===== config.mk =====
export PLATFORM = sky130hd
export DESIGN_NAME = rate_counter_observe_select_top
export DESIGN_NICKNAME = d
export VERILOG_FILES = /design/src/rate_counter_observe_select_pkg.sv /design/src/line_sync.sv /design/src/rate_counter_observe_select_top.sv
export SDC_FILE = /design/constraint.sdc
export NUM_CORES = 1
export LEC_CHECK = 0
export ABC_AREA = 1
export BUFFER_PORTS_ARGS = -buffer_cell sky130_fd_sc_hd__buf_2
export CORE_ASPECT_RATIO = 1.5
export CORE_MARGIN = 8
export CORE_UTILIZATION = 55
export DETAILED_ROUTE_END_ITERATION = 7
export HOLD_SLACK_MARGIN = 0.08
export PLACE_DENSITY = 0.8
export RECOVER_POWER = 25
export SLEW_MARGIN = 10
export SYNTH_ARGS = -nofsm -noshare
export SYNTH_HDL_FRONTEND = slang
export SYNTH_HIERARCHICAL = 1
export SYNTH_SLANG_ARGS = --single-unit

===== constraint.sdc =====
create_clock -name sys_clk_in -period 3.9 [get_ports sys_clk_in]
set_input_delay 0.78 -clock sys_clk_in [delete_from_list [all_inputs] [get_ports sys_clk_in]]
set_output_delay 0.78 -clock sys_clk_in [all_outputs]
set_load 0.05 [all_outputs]

===== src/rate_counter_observe_select_pkg.sv =====
// shared constants and carriers for the rate generator and diagnostic view
package rate_counter_observe_select_pkg;

  // ==========================================================
  // register indices (byte address is four times the index)
  localparam logic [13:0] IDX_CONTROL = 14'h0F50;
  localparam logic [13:0] IDX_RATE_HIGH = 14'h0F53;
  localparam logic [13:0] IDX_RATE_LOW = 14'h0F54;
  localparam logic [13:0] IDX_COUNTER_OBSERVE_SELECT_STATE = 14'h0F55;
  localparam logic [13:0] IDX_COUNTER_OBSERVE_SELECT_CONTROL = 14'h0F56;
  localparam logic [13:0] IDX_IRQ_STATUS = 14'h0F57;
  localparam logic [13:0] IDX_IRQ_MASK = 14'h0F58;

  // ==========================================================
  // field positions
  localparam int CTRL_ON_BIT = 7;
  localparam int CTRL_TIMER_IRQ_BIT = 4;
  localparam int COUNTER_OBSERVE_SELECT_OBSERVE_BIT = 0;
  localparam int EVT_TIMEOUT_BIT = 0;
  localparam int EVT_CLOCK_EDGE_BIT = 1;
  localparam int EVT_WIDTH = 2;

  // ==========================================================
  // reset values
  localparam logic [7:0] RATE_BYTE_RESET = 8'hFF;
  localparam logic [4:0] FSM_STATE_IDLE = 5'h00;
  localparam logic [4:0] FSM_STATE_START = 5'h01;
  localparam logic LINE_IDLE_LEVEL = 1'b1;
  localparam logic [15:0] COUNT_ONE = 16'h0001;

  // ==========================================================
  // carriers
  typedef struct packed {
    logic clock_line_level;
    logic data_line_level;
    logic stop_count_flag;
    logic [4:0] protocol_fsm_state;
  } counter_observe_select_view_t;

  typedef struct packed {
    logic controller_on_bit;
    logic timer_irq_enable;
  } ctrl_t;

endpackage : rate_counter_observe_select_pkg


===== src/line_sync.sv =====
// three-stage synchroniser with agreement filter for one bus line
`timescale 1ns/10ps
`default_nettype none
module line_sync
  import rate_counter_observe_select_pkg::*;
(
  // clock and reset
  input wire logic sys_clk_in,
  input wire logic reset_in,
  // asynchronous line and filtered level
  input wire logic line_in,
  output logic level_out
);

  logic meta_r;
  logic stage2_r;
  logic stage3_r;

  // ==========================================================
  // chain; the first stage feeds only the second
  always_ff @(posedge sys_clk_in) begin
    if (reset_in) begin
      meta_r <= LINE_IDLE_LEVEL;
      stage2_r <= LINE_IDLE_LEVEL;
      stage3_r <= LINE_IDLE_LEVEL;
    end else begin
      meta_r <= line_in;
      stage2_r <= meta_r;
      stage3_r <= stage2_r;
    end
  end

  // ==========================================================
  // a change counts only once two stages agree
  always_ff @(posedge sys_clk_in) begin
    if (reset_in) begin
      level_out <= LINE_IDLE_LEVEL;
    end else if (stage2_r == stage3_r) begin
      level_out <= stage3_r;
    end
  end

endmodule : line_sync
`default_nettype wire


===== src/rate_counter_observe_select_top.sv =====
// two-wire controller rate generator, timer, and diagnostic view
//
// Our own choice: the APB slave port.
`timescale 1ns/10ps
`default_nettype none
module rate_counter_observe_select_top
  import rate_counter_observe_select_pkg::*;
(
  // clock and reset
  input wire logic sys_clk_in,
  input wire logic reset_in,
  // apb slave
  input wire logic psel_in,
  input wire logic penable_in,
  input wire logic pwrite_in,
  input wire logic [15:0] paddr_in,
  input wire logic [31:0] pwdata_in,
  output logic [31:0] prdata_out,
  output logic pready_out,
  output logic pslverr_out,
  // bus lines, asynchronous
  input wire logic scl_line_in,
  input wire logic sda_line_in,
  // from the byte transfer engine, same clock
  input wire logic stop_count_in,
  input wire logic [4:0] fsm_state_in,
  // to the byte transfer engine and the system
  output logic rate_tick_out,
  output logic controller_on_out,
  output logic irq_out
);

  ctrl_t ctrl_r;
  logic [7:0] rate_reload_upper_r;
  logic [7:0] rate_reload_lower_r;
  logic counter_observe_select_r;
  logic [15:0] count_r;
  logic [15:0] count_nxt;
  logic [15:0] rate_reload_value;
  logic [EVT_WIDTH-1:0] status_r;
  logic [EVT_WIDTH-1:0] mask_r;
  logic [EVT_WIDTH-1:0] event_set;
  logic [4:0] fsm_state_r;
  logic stop_count_r;
  logic clock_level;
  logic data_level;
  logic clock_prev_r;
  counter_observe_select_view_t counter_observe_select_view;
  logic timeout;
  logic timer_evt;
  logic access;
  logic wr_commit;
  logic rd_take;
  logic [13:0] index;
  logic mapped;
  logic [7:0] wbyte;

  // ==========================================================
  // line sampling
  line_sync u_scl_sync (
    .sys_clk_in(sys_clk_in),
    .reset_in(reset_in),
    .line_in(scl_line_in),
    .level_out(clock_level)
  );

  line_sync u_sda_sync (
    .sys_clk_in(sys_clk_in),
    .reset_in(reset_in),
    .line_in(sda_line_in),
    .level_out(data_level)
  );

  always_ff @(posedge sys_clk_in) begin
    if (reset_in) begin
      clock_prev_r <= LINE_IDLE_LEVEL;
    end else begin
      clock_prev_r <= clock_level;
    end
  end

  // ==========================================================
  // apb decode; one wait state so every answer comes from a flop
  assign access = psel_in && penable_in;
  assign wr_commit = access && pready_out && pwrite_in;
  assign rd_take = access && !pready_out;
  assign index = paddr_in[15:2];
  assign wbyte = pwdata_in[7:0];

  always_comb begin
    unique case (index)
      IDX_CONTROL, IDX_RATE_HIGH, IDX_RATE_LOW, IDX_COUNTER_OBSERVE_SELECT_STATE,
      IDX_COUNTER_OBSERVE_SELECT_CONTROL, IDX_IRQ_STATUS, IDX_IRQ_MASK: mapped = 1'b1;
      default: mapped = 1'b0;
    endcase
  end

  always_ff @(posedge sys_clk_in) begin
    if (reset_in) begin
      pready_out <= 1'b0;
    end else begin
      pready_out <= access && !pready_out;
    end
  end

  always_ff @(posedge sys_clk_in) begin
    if (reset_in) begin
      pslverr_out <= 1'b0;
    end else if (rd_take) begin
      pslverr_out <= !mapped;
    end else if (pready_out) begin
      pslverr_out <= 1'b0;
    end
  end

  // ==========================================================
  // control registers
  always_ff @(posedge sys_clk_in) begin
    if (reset_in) begin
      ctrl_r <= '0;
    end else if (wr_commit && index == IDX_CONTROL) begin
      ctrl_r.controller_on_bit <= wbyte[CTRL_ON_BIT];
      ctrl_r.timer_irq_enable <= wbyte[CTRL_TIMER_IRQ_BIT];
    end
  end

  always_ff @(posedge sys_clk_in) begin
    if (reset_in) begin
      counter_observe_select_r <= 1'b0;
    end else if (wr_commit && index == IDX_COUNTER_OBSERVE_SELECT_CONTROL) begin
      counter_observe_select_r <= wbyte[COUNTER_OBSERVE_SELECT_OBSERVE_BIT];
    end
  end

  // ==========================================================
  // rate bytes
  // high byte, all ones
  always_ff @(posedge sys_clk_in) begin
    if (reset_in) begin
      rate_reload_upper_r <= RATE_BYTE_RESET;
    end else if (wr_commit && index == IDX_RATE_HIGH) begin
      rate_reload_upper_r <= wbyte;
    end
  end

  always_ff @(posedge sys_clk_in) begin
    if (reset_in) begin
      rate_reload_lower_r <= RATE_BYTE_RESET;
    end else if (wr_commit && index == IDX_RATE_LOW) begin
      rate_reload_lower_r <= wbyte;
    end
  end

  assign rate_reload_value = {rate_reload_upper_r, rate_reload_lower_r};

  // ==========================================================
  // rate counter; a new reload takes effect at the next time-out,
  // so a time-out between the two byte writes loads a half-old period
  assign timeout = (count_r <= COUNT_ONE);

  always_comb begin
    if (timeout) begin
      count_nxt = rate_reload_value;
    end else begin
      count_nxt = count_r - COUNT_ONE;
    end
  end

  always_ff @(posedge sys_clk_in) begin
    if (reset_in) begin
      count_r <= {RATE_BYTE_RESET, RATE_BYTE_RESET};
    end else begin
      count_r <= count_nxt;
    end
  end

  always_ff @(posedge sys_clk_in) begin
    if (reset_in) begin
      rate_tick_out <= 1'b0;
    end else begin
      rate_tick_out <= timeout;
    end
  end

  always_ff @(posedge sys_clk_in) begin
    if (reset_in) begin
      controller_on_out <= 1'b0;
    end else begin
      controller_on_out <= ctrl_r.controller_on_bit;
    end
  end

  assign timer_evt = timeout && !ctrl_r.controller_on_bit && ctrl_r.timer_irq_enable;

  // ==========================================================
  // interrupt status, mask and output; a set beats a clear
  assign event_set[EVT_TIMEOUT_BIT] = timer_evt;
  assign event_set[EVT_CLOCK_EDGE_BIT] = clock_prev_r && !clock_level;

  genvar gi;
  generate
    for (gi = 0; gi < EVT_WIDTH; gi++) begin : g_status
      always_ff @(posedge sys_clk_in) begin
        if (reset_in) begin
          status_r[gi] <= 1'b0;
        end else if (event_set[gi]) begin
          status_r[gi] <= 1'b1;
        end else if (wr_commit && index == IDX_IRQ_STATUS && wbyte[gi]) begin
          status_r[gi] <= 1'b0;
        end
      end
    end
  endgenerate

  always_ff @(posedge sys_clk_in) begin
    if (reset_in) begin
      mask_r <= '0;
    end else if (wr_commit && index == IDX_IRQ_MASK) begin
      mask_r <= wbyte[EVT_WIDTH-1:0];
    end
  end

  always_ff @(posedge sys_clk_in) begin
    if (reset_in) begin
      irq_out <= 1'b0;
    end else begin
      irq_out <= |(status_r & mask_r);
    end
  end

  // ==========================================================
  // diagnostic view
  // state resets to zero
  // idle and start codes pass through
  always_ff @(posedge sys_clk_in) begin
    if (reset_in) begin
      fsm_state_r <= FSM_STATE_IDLE;
      stop_count_r <= 1'b0;
    end else begin
      fsm_state_r <= fsm_state_in;
      stop_count_r <= stop_count_in;
    end
  end

  assign counter_observe_select_view.clock_line_level = clock_level;
  assign counter_observe_select_view.data_line_level = data_level;
  assign counter_observe_select_view.stop_count_flag = stop_count_r;
  assign counter_observe_select_view.protocol_fsm_state = fsm_state_r;

  // ==========================================================
  // read data, captured in the first access cycle
  always_ff @(posedge sys_clk_in) begin
    if (reset_in) begin
      prdata_out <= '0;
    end else if (rd_take) begin
      prdata_out <= '0;
      unique case (index)
        IDX_CONTROL: begin
          prdata_out[CTRL_ON_BIT] <= ctrl_r.controller_on_bit;
          prdata_out[CTRL_TIMER_IRQ_BIT] <= ctrl_r.timer_irq_enable;
        end
        IDX_RATE_HIGH: begin
          prdata_out[7:0] <= counter_observe_select_r ? count_r[15:8] : rate_reload_upper_r;
        end
        IDX_RATE_LOW: begin
          prdata_out[7:0] <= counter_observe_select_r ? count_r[7:0] : rate_reload_lower_r;
        end
        IDX_COUNTER_OBSERVE_SELECT_STATE: begin
          prdata_out[7:0] <= counter_observe_select_view;
        end
        IDX_COUNTER_OBSERVE_SELECT_CONTROL: begin
          prdata_out[COUNTER_OBSERVE_SELECT_OBSERVE_BIT] <= counter_observe_select_r;
        end
        IDX_IRQ_STATUS: begin
          prdata_out[EVT_WIDTH-1:0] <= status_r;
        end
        IDX_IRQ_MASK: begin
          prdata_out[EVT_WIDTH-1:0] <= mask_r;
        end
        default: begin
          prdata_out <= '0;
        end
      endcase
    end
  end

  // ==========================================================
  // checks
  a_count_reload: assert property (
    @(posedge sys_clk_in) disable iff (reset_in)
    (timeout && !wr_commit) |=> (count_r == $past(rate_reload_value)))
    else $error("counter did not reload at time-out");
  // the release edge still loads the reset count, so it is not a count-down step
  a_count_down: assert property (
    @(posedge sys_clk_in) disable iff (reset_in)
    (!reset_in && !timeout) |=> (count_r == $past(count_r) - COUNT_ONE))
    else $error("counter did not count down by one");
  a_timer_sets: assert property (
    @(posedge sys_clk_in) disable iff (reset_in)
    (timeout && ctrl_r.timer_irq_enable && !ctrl_r.controller_on_bit) |=> status_r[EVT_TIMEOUT_BIT])
    else $error("timer time-out did not set status");
  a_on_blocks_timer: assert property (
    @(posedge sys_clk_in) disable iff (reset_in)
    (ctrl_r.controller_on_bit && !status_r[EVT_TIMEOUT_BIT]) |=> !status_r[EVT_TIMEOUT_BIT])
    else $error("timer status set while controller on");
  a_irq_level: assert property (
    @(posedge sys_clk_in) disable iff (reset_in)
    ##1 (irq_out == |($past(status_r) & $past(mask_r))))
    else $error("interrupt output disagrees with masked status");
  a_observe_high: assert property (
    @(posedge sys_clk_in) disable iff (reset_in)
    (rd_take && index == IDX_RATE_HIGH && counter_observe_select_r)
    |=> (prdata_out[7:0] == $past(count_r[15:8])))
    else $error("high byte read did not return counter");
  a_observe_low: assert property (
    @(posedge sys_clk_in) disable iff (reset_in)
    (rd_take && index == IDX_RATE_LOW && counter_observe_select_r)
    |=> (prdata_out[7:0] == $past(count_r[7:0])))
    else $error("low byte read did not return counter");
  a_counter_observe_select_read: assert property (
    @(posedge sys_clk_in) disable iff (reset_in)
    (rd_take && index == IDX_COUNTER_OBSERVE_SELECT_STATE)
    |=> (prdata_out[7:0] == {$past(clock_level), $past(data_level), $past(stop_count_r),
        $past(fsm_state_r)}))
    else $error("diagnostic read mismatch");
  a_counter_observe_select_ro: assert property (
    @(posedge sys_clk_in) disable iff (reset_in)
    (wr_commit && index == IDX_COUNTER_OBSERVE_SELECT_STATE)
    |=> ($stable(rate_reload_value) && $stable(ctrl_r) && $stable(mask_r)))
    else $error("write to diagnostic register changed state");
  a_reset_ones: assert property (
    @(posedge sys_clk_in)
    reset_in |=> (rate_reload_value == {RATE_BYTE_RESET, RATE_BYTE_RESET}
      && fsm_state_r == FSM_STATE_IDLE))
    else $error("reset values wrong");

endmodule : rate_counter_observe_select_top
`default_nettype wire


==> key figures <==
Logic synthesis
  – Post-synth EDFFs: 0
  – Post-Syn Area: 0.00360 mm^2
  – Synth Area in Adders: 0.00694
  – Largest family of logic cells by synthesized area: simple AND/OR/NAND/NOR gates
  – Synth Area per Inst: 7.16 um^2
  – Share of the synthesized area in the top cell type: 0.372
  – Ranking of synthesized cells by area: dfxtp_1 37%, nand2_1 11%, nand3_1 6.1%, inv_1 5.4%, buf_4 5.0%
  – Post-synth ARST share: 0
  – Synth Area in XOR/XNOR: 0.0170
  – FF+latch count, synth: 67
  – Cells after Synth: 503
  – Synth Warn #: 6
  – Yosys top cell by area: dfxtp_1
  – Post-synthesis sequential area ratio: 0.372
  – Main flop type after synthesis: dfxtp_1
  – Count of different cell masters after synthesis: 40
  – Post-synthesis compound-gate area fraction: 0.132
  – Simple-gate share of the synthesized area: 0.336
  – Mux contribution to synthesized area: 0

Worst hold path
  – Hold path depth: 1
  – Hold-critical path endpoint: u_scl_sync/stage2_r$_SDFF_PP1_
  – Hold_sp: u_scl_sync/meta_r$_SDFF_PP1_
  – Worst min-delay path class: flip-flop to flip-flop

Drt
  – Met3 WL: 714 um
  – Initial drt markers: 205
  – Routed vias: 3286
  – Met2 wire length: 4480 um
  – Top sig layer: met4
  – Pre-antenna DRT Iters: 5
  – M1 WL: 3300 um
  – DRC: 0
  – Avg WL per Cell: 14.1 um
  – Post-DRT Antenna Nets: 0
  – Vias per inst: 5.22
  – Total routed wirelength: 8880 um

Critical path
  – Worst R2R End: prdata_out[4]$_SDFFE_PP0P_
  – Worst EP required: 4.19 ns
  – Worst Reg-to-Reg Cells: 7
  – R2R setup slack: 2.05 ns
  – Crit path kind: input pin to flip-flop
  – Worst r2r src: counter_observe_select_r$_SDFFE_PP0P_
  – Endpoint type of the worst setup path: flip-flop
  – CP Max Fanout: 37
  – Crit path DAT: 2.80 ns
  – CP startpoint kind: input pin

Floorplanning
  – Initial Utilization: 0.559
  – DIE AREA: 0.00945 mm^2
  – Die Wd: 82.1 um
  – Overall die height: 115 um
  – Row cnt: 36
  – Core area: 0.00644 mm^2
  – Io pins: 98

Placement
  – Gpl congestion: 0.912
  – Buffers on Ports: 47
  – Dpl ws: 1.58 ns
  – HPWL after detailed placement: 6630 um

Final layout
  – Layout area overhead: 12.1%
  – Fraction of layout cells with a size suffix above 1: 0.204
  – Final nets: 612
  – # diodes: 0
  – Most frequent cells in the layout: 108 x nand2_1, 67 x dfxtp_1, 52 x inv_1
  – Commonest non-fill, non-tap cell in the layout: nand2_1
  – Fill count: 584

STA
  – Worst setup margin: 1.40 ns
  – RSZ-0062 raised after global routing: false
  – Setup tns final: 0 ns
  – Max Slew Vio Count: 38
  – Worst Max-Slew Pin Slew: 1.58 ns
  – Slew HR: -0.0543
  – Period utilisation layout: 0.641
  – Max Freq: 400 MHz
  – Fin. Hold Viols: 0
  – Clock skew: 0.00868 ns
  – Period minus WS final: 2.50 ns
  – Final setup fails: 0

Clocking
  – Maximum clock path buffer count: 2
  – Clk Latency, worst-skew pair: 0.36 ns
  – Number of buffers added by the clock tree synthesis step: 9
  – Clock H-tree levels: 3
  – Clk slew on worst S/H paths: 0.07 ns
  – Post-CTS setup buffers: 0
  – Cts hold-fix bufs: 0
  – Cts repair resizes: 0
  – CTS sink cnt: 67
  – CTS tree: yes
  – CTS Root Cell: clkbuf_8

Run status
  – Failing checks: capacitance limit, slew limit
  – Status: finished, violations left

Global routing
  – Largest net degree at the start of global routing: 38
  – Initial antenna violation count: 0
  – First-pass GRT wire length: 14000 um
  – Vias in the first global route: 3091
  – Gr usage total: 0.192
  – GRT Residual Overflow: 0

Power and ir drop
  – Peak VDD IR: 217 uV
  – Lkg Pwr: 1.92 nW
  – Pwr dens: 401 mW/mm^2

Run
  – Max-Cap Viols: 1
-- metal layers --
| metal | GRT usage | vias to the layer above |
|---|---|---|
| met5 | 0 | - |
| met4 | 0.128 | 0 |
| met3 | 0.0563 | 30 |
| met2 | 0.331 | 132 |
| met1 | 0.191 | 1473 |
| li1 | - | 1651 |
-- sequential cells by signal, summed over array words and instances, names as in the netlist --
| register | count |
|---|---|
| clock_prev_r | 1 |
| pslverr_out | 1 |
| controller_on_out | 1 |
| rate_reload_lower_r | 8 |
| status_r | 2 |
| u_scl_sync/level_out | 1 |
| counter_observe_select_r | 1 |
| rate_tick_out | 1 |
| rate_reload_upper_r | 8 |
| irq_out | 1 |
| ctrl_r | 2 |
| u_sda_sync/stage3_r | 1 |
| u_sda_sync/level_out | 1 |
| u_scl_sync/stage2_r | 1 |
| prdata_out | 8 |
| stop_count_r | 1 |
| u_scl_sync/stage3_r | 1 |
| pready_out | 1 |
| mask_r | 2 |
| count_r | 16 |
| u_scl_sync/meta_r | 1 |
| u_sda_sync/meta_r | 1 |
| u_sda_sync/stage2_r | 1 |
| fsm_state_r | 5 |
-- cell usage after synthesis (5+ instances only) --
library cell / instances
o21ai_0: 31
nor2_1: 43
nand3_1: 44
xor2_1: 5
o21ai_1: 14
inv_1: 52
a21oi_1: 34
nand2_1: 108
dfxtp_1: 67
nor2_2: 12
nor2_4: 11
buf_4: 24
nand2_2: 5
-- final cells by class --
type | count | area (um^2) | area share
Sequential cell | 67 | 1340 | 0.332
Multi-Input combinational cell | 363 | 1860 | 0.461
Tap cell | 76 | 95.1 | 0.0235
Clock buffer | 10 | 138 | 0.0341
Clock inverter | 6 | 136 | 0.0338
Timing Repair Buffer | 48 | 241 | 0.0598
Inverter | 60 | 228 | 0.0564
-- worst max-delay path, cell delays in order --
cell and delay, ns:
clkbuf_1 1.12, inv_1 0.22, nand3_2 0.32, clkinv_2 0.19, a21oi_1 0.15
-- metrics by stage --
step           cell area, um^2  total power, mW   util  cells  hold WS, ns
6_report                  4040             1.62  0.627    630        0.409
4_1_cts                   4040             1.63  0.627    630        0.411
2_1_floorplan             3690            0.833      -    526        0.385
3_3_place_gp              3770            0.847  0.585    614        0.389
5_1_grt                   4040             1.67  0.627    630        0.417
3_5_place_dp              3770            0.848  0.585    614        0.394
-- logic make-up (layout without fill, tap and decap cells) --
family | after synthesis | in the layout
AO/OA/AOI/OAI | 88 | 88
AND/OR/NAND/NOR | 242 | 242
XOR/XNOR | 7 | 7
buffers and inverters | 96 | 124
flip-flops | 67 | 67
other | 1 | 24
adder cells (fa/ha/maj) | 2 | 2
-- worst max-delay path by stage --
stage	startpoint	endpoint	slack [ns]	cells after the start
floorplan	paddr_in[15]	mask_r[0]$_SDFFE_PP0P_	2.18	7
global placement	paddr_in[15]	rate_reload_lower_r[3]$_SDFFE_PP1P_	1.63	9
detailed placement	paddr_in[15]	rate_reload_lower_r[1]$_SDFFE_PP1P_	1.58	9
CTS	paddr_in[15]	rate_reload_lower_r[1]$_SDFFE_PP1P_	1.97	9
global route	reset_in	count_r[8]$_SDFF_PP1_	1.20	5
finish	reset_in	count_r[8]$_SDFF_PP1_	1.40	5
-- power breakdown --
part           internal [mW]  leakage (nW)  total (mW)  switching, mW
clock                  0.508         0.133       0.786          0.278
combinational         0.0301          1.24       0.135          0.105
sequential             0.694         0.545       0.700        0.00617
Power figures use the tool's default switching activity.
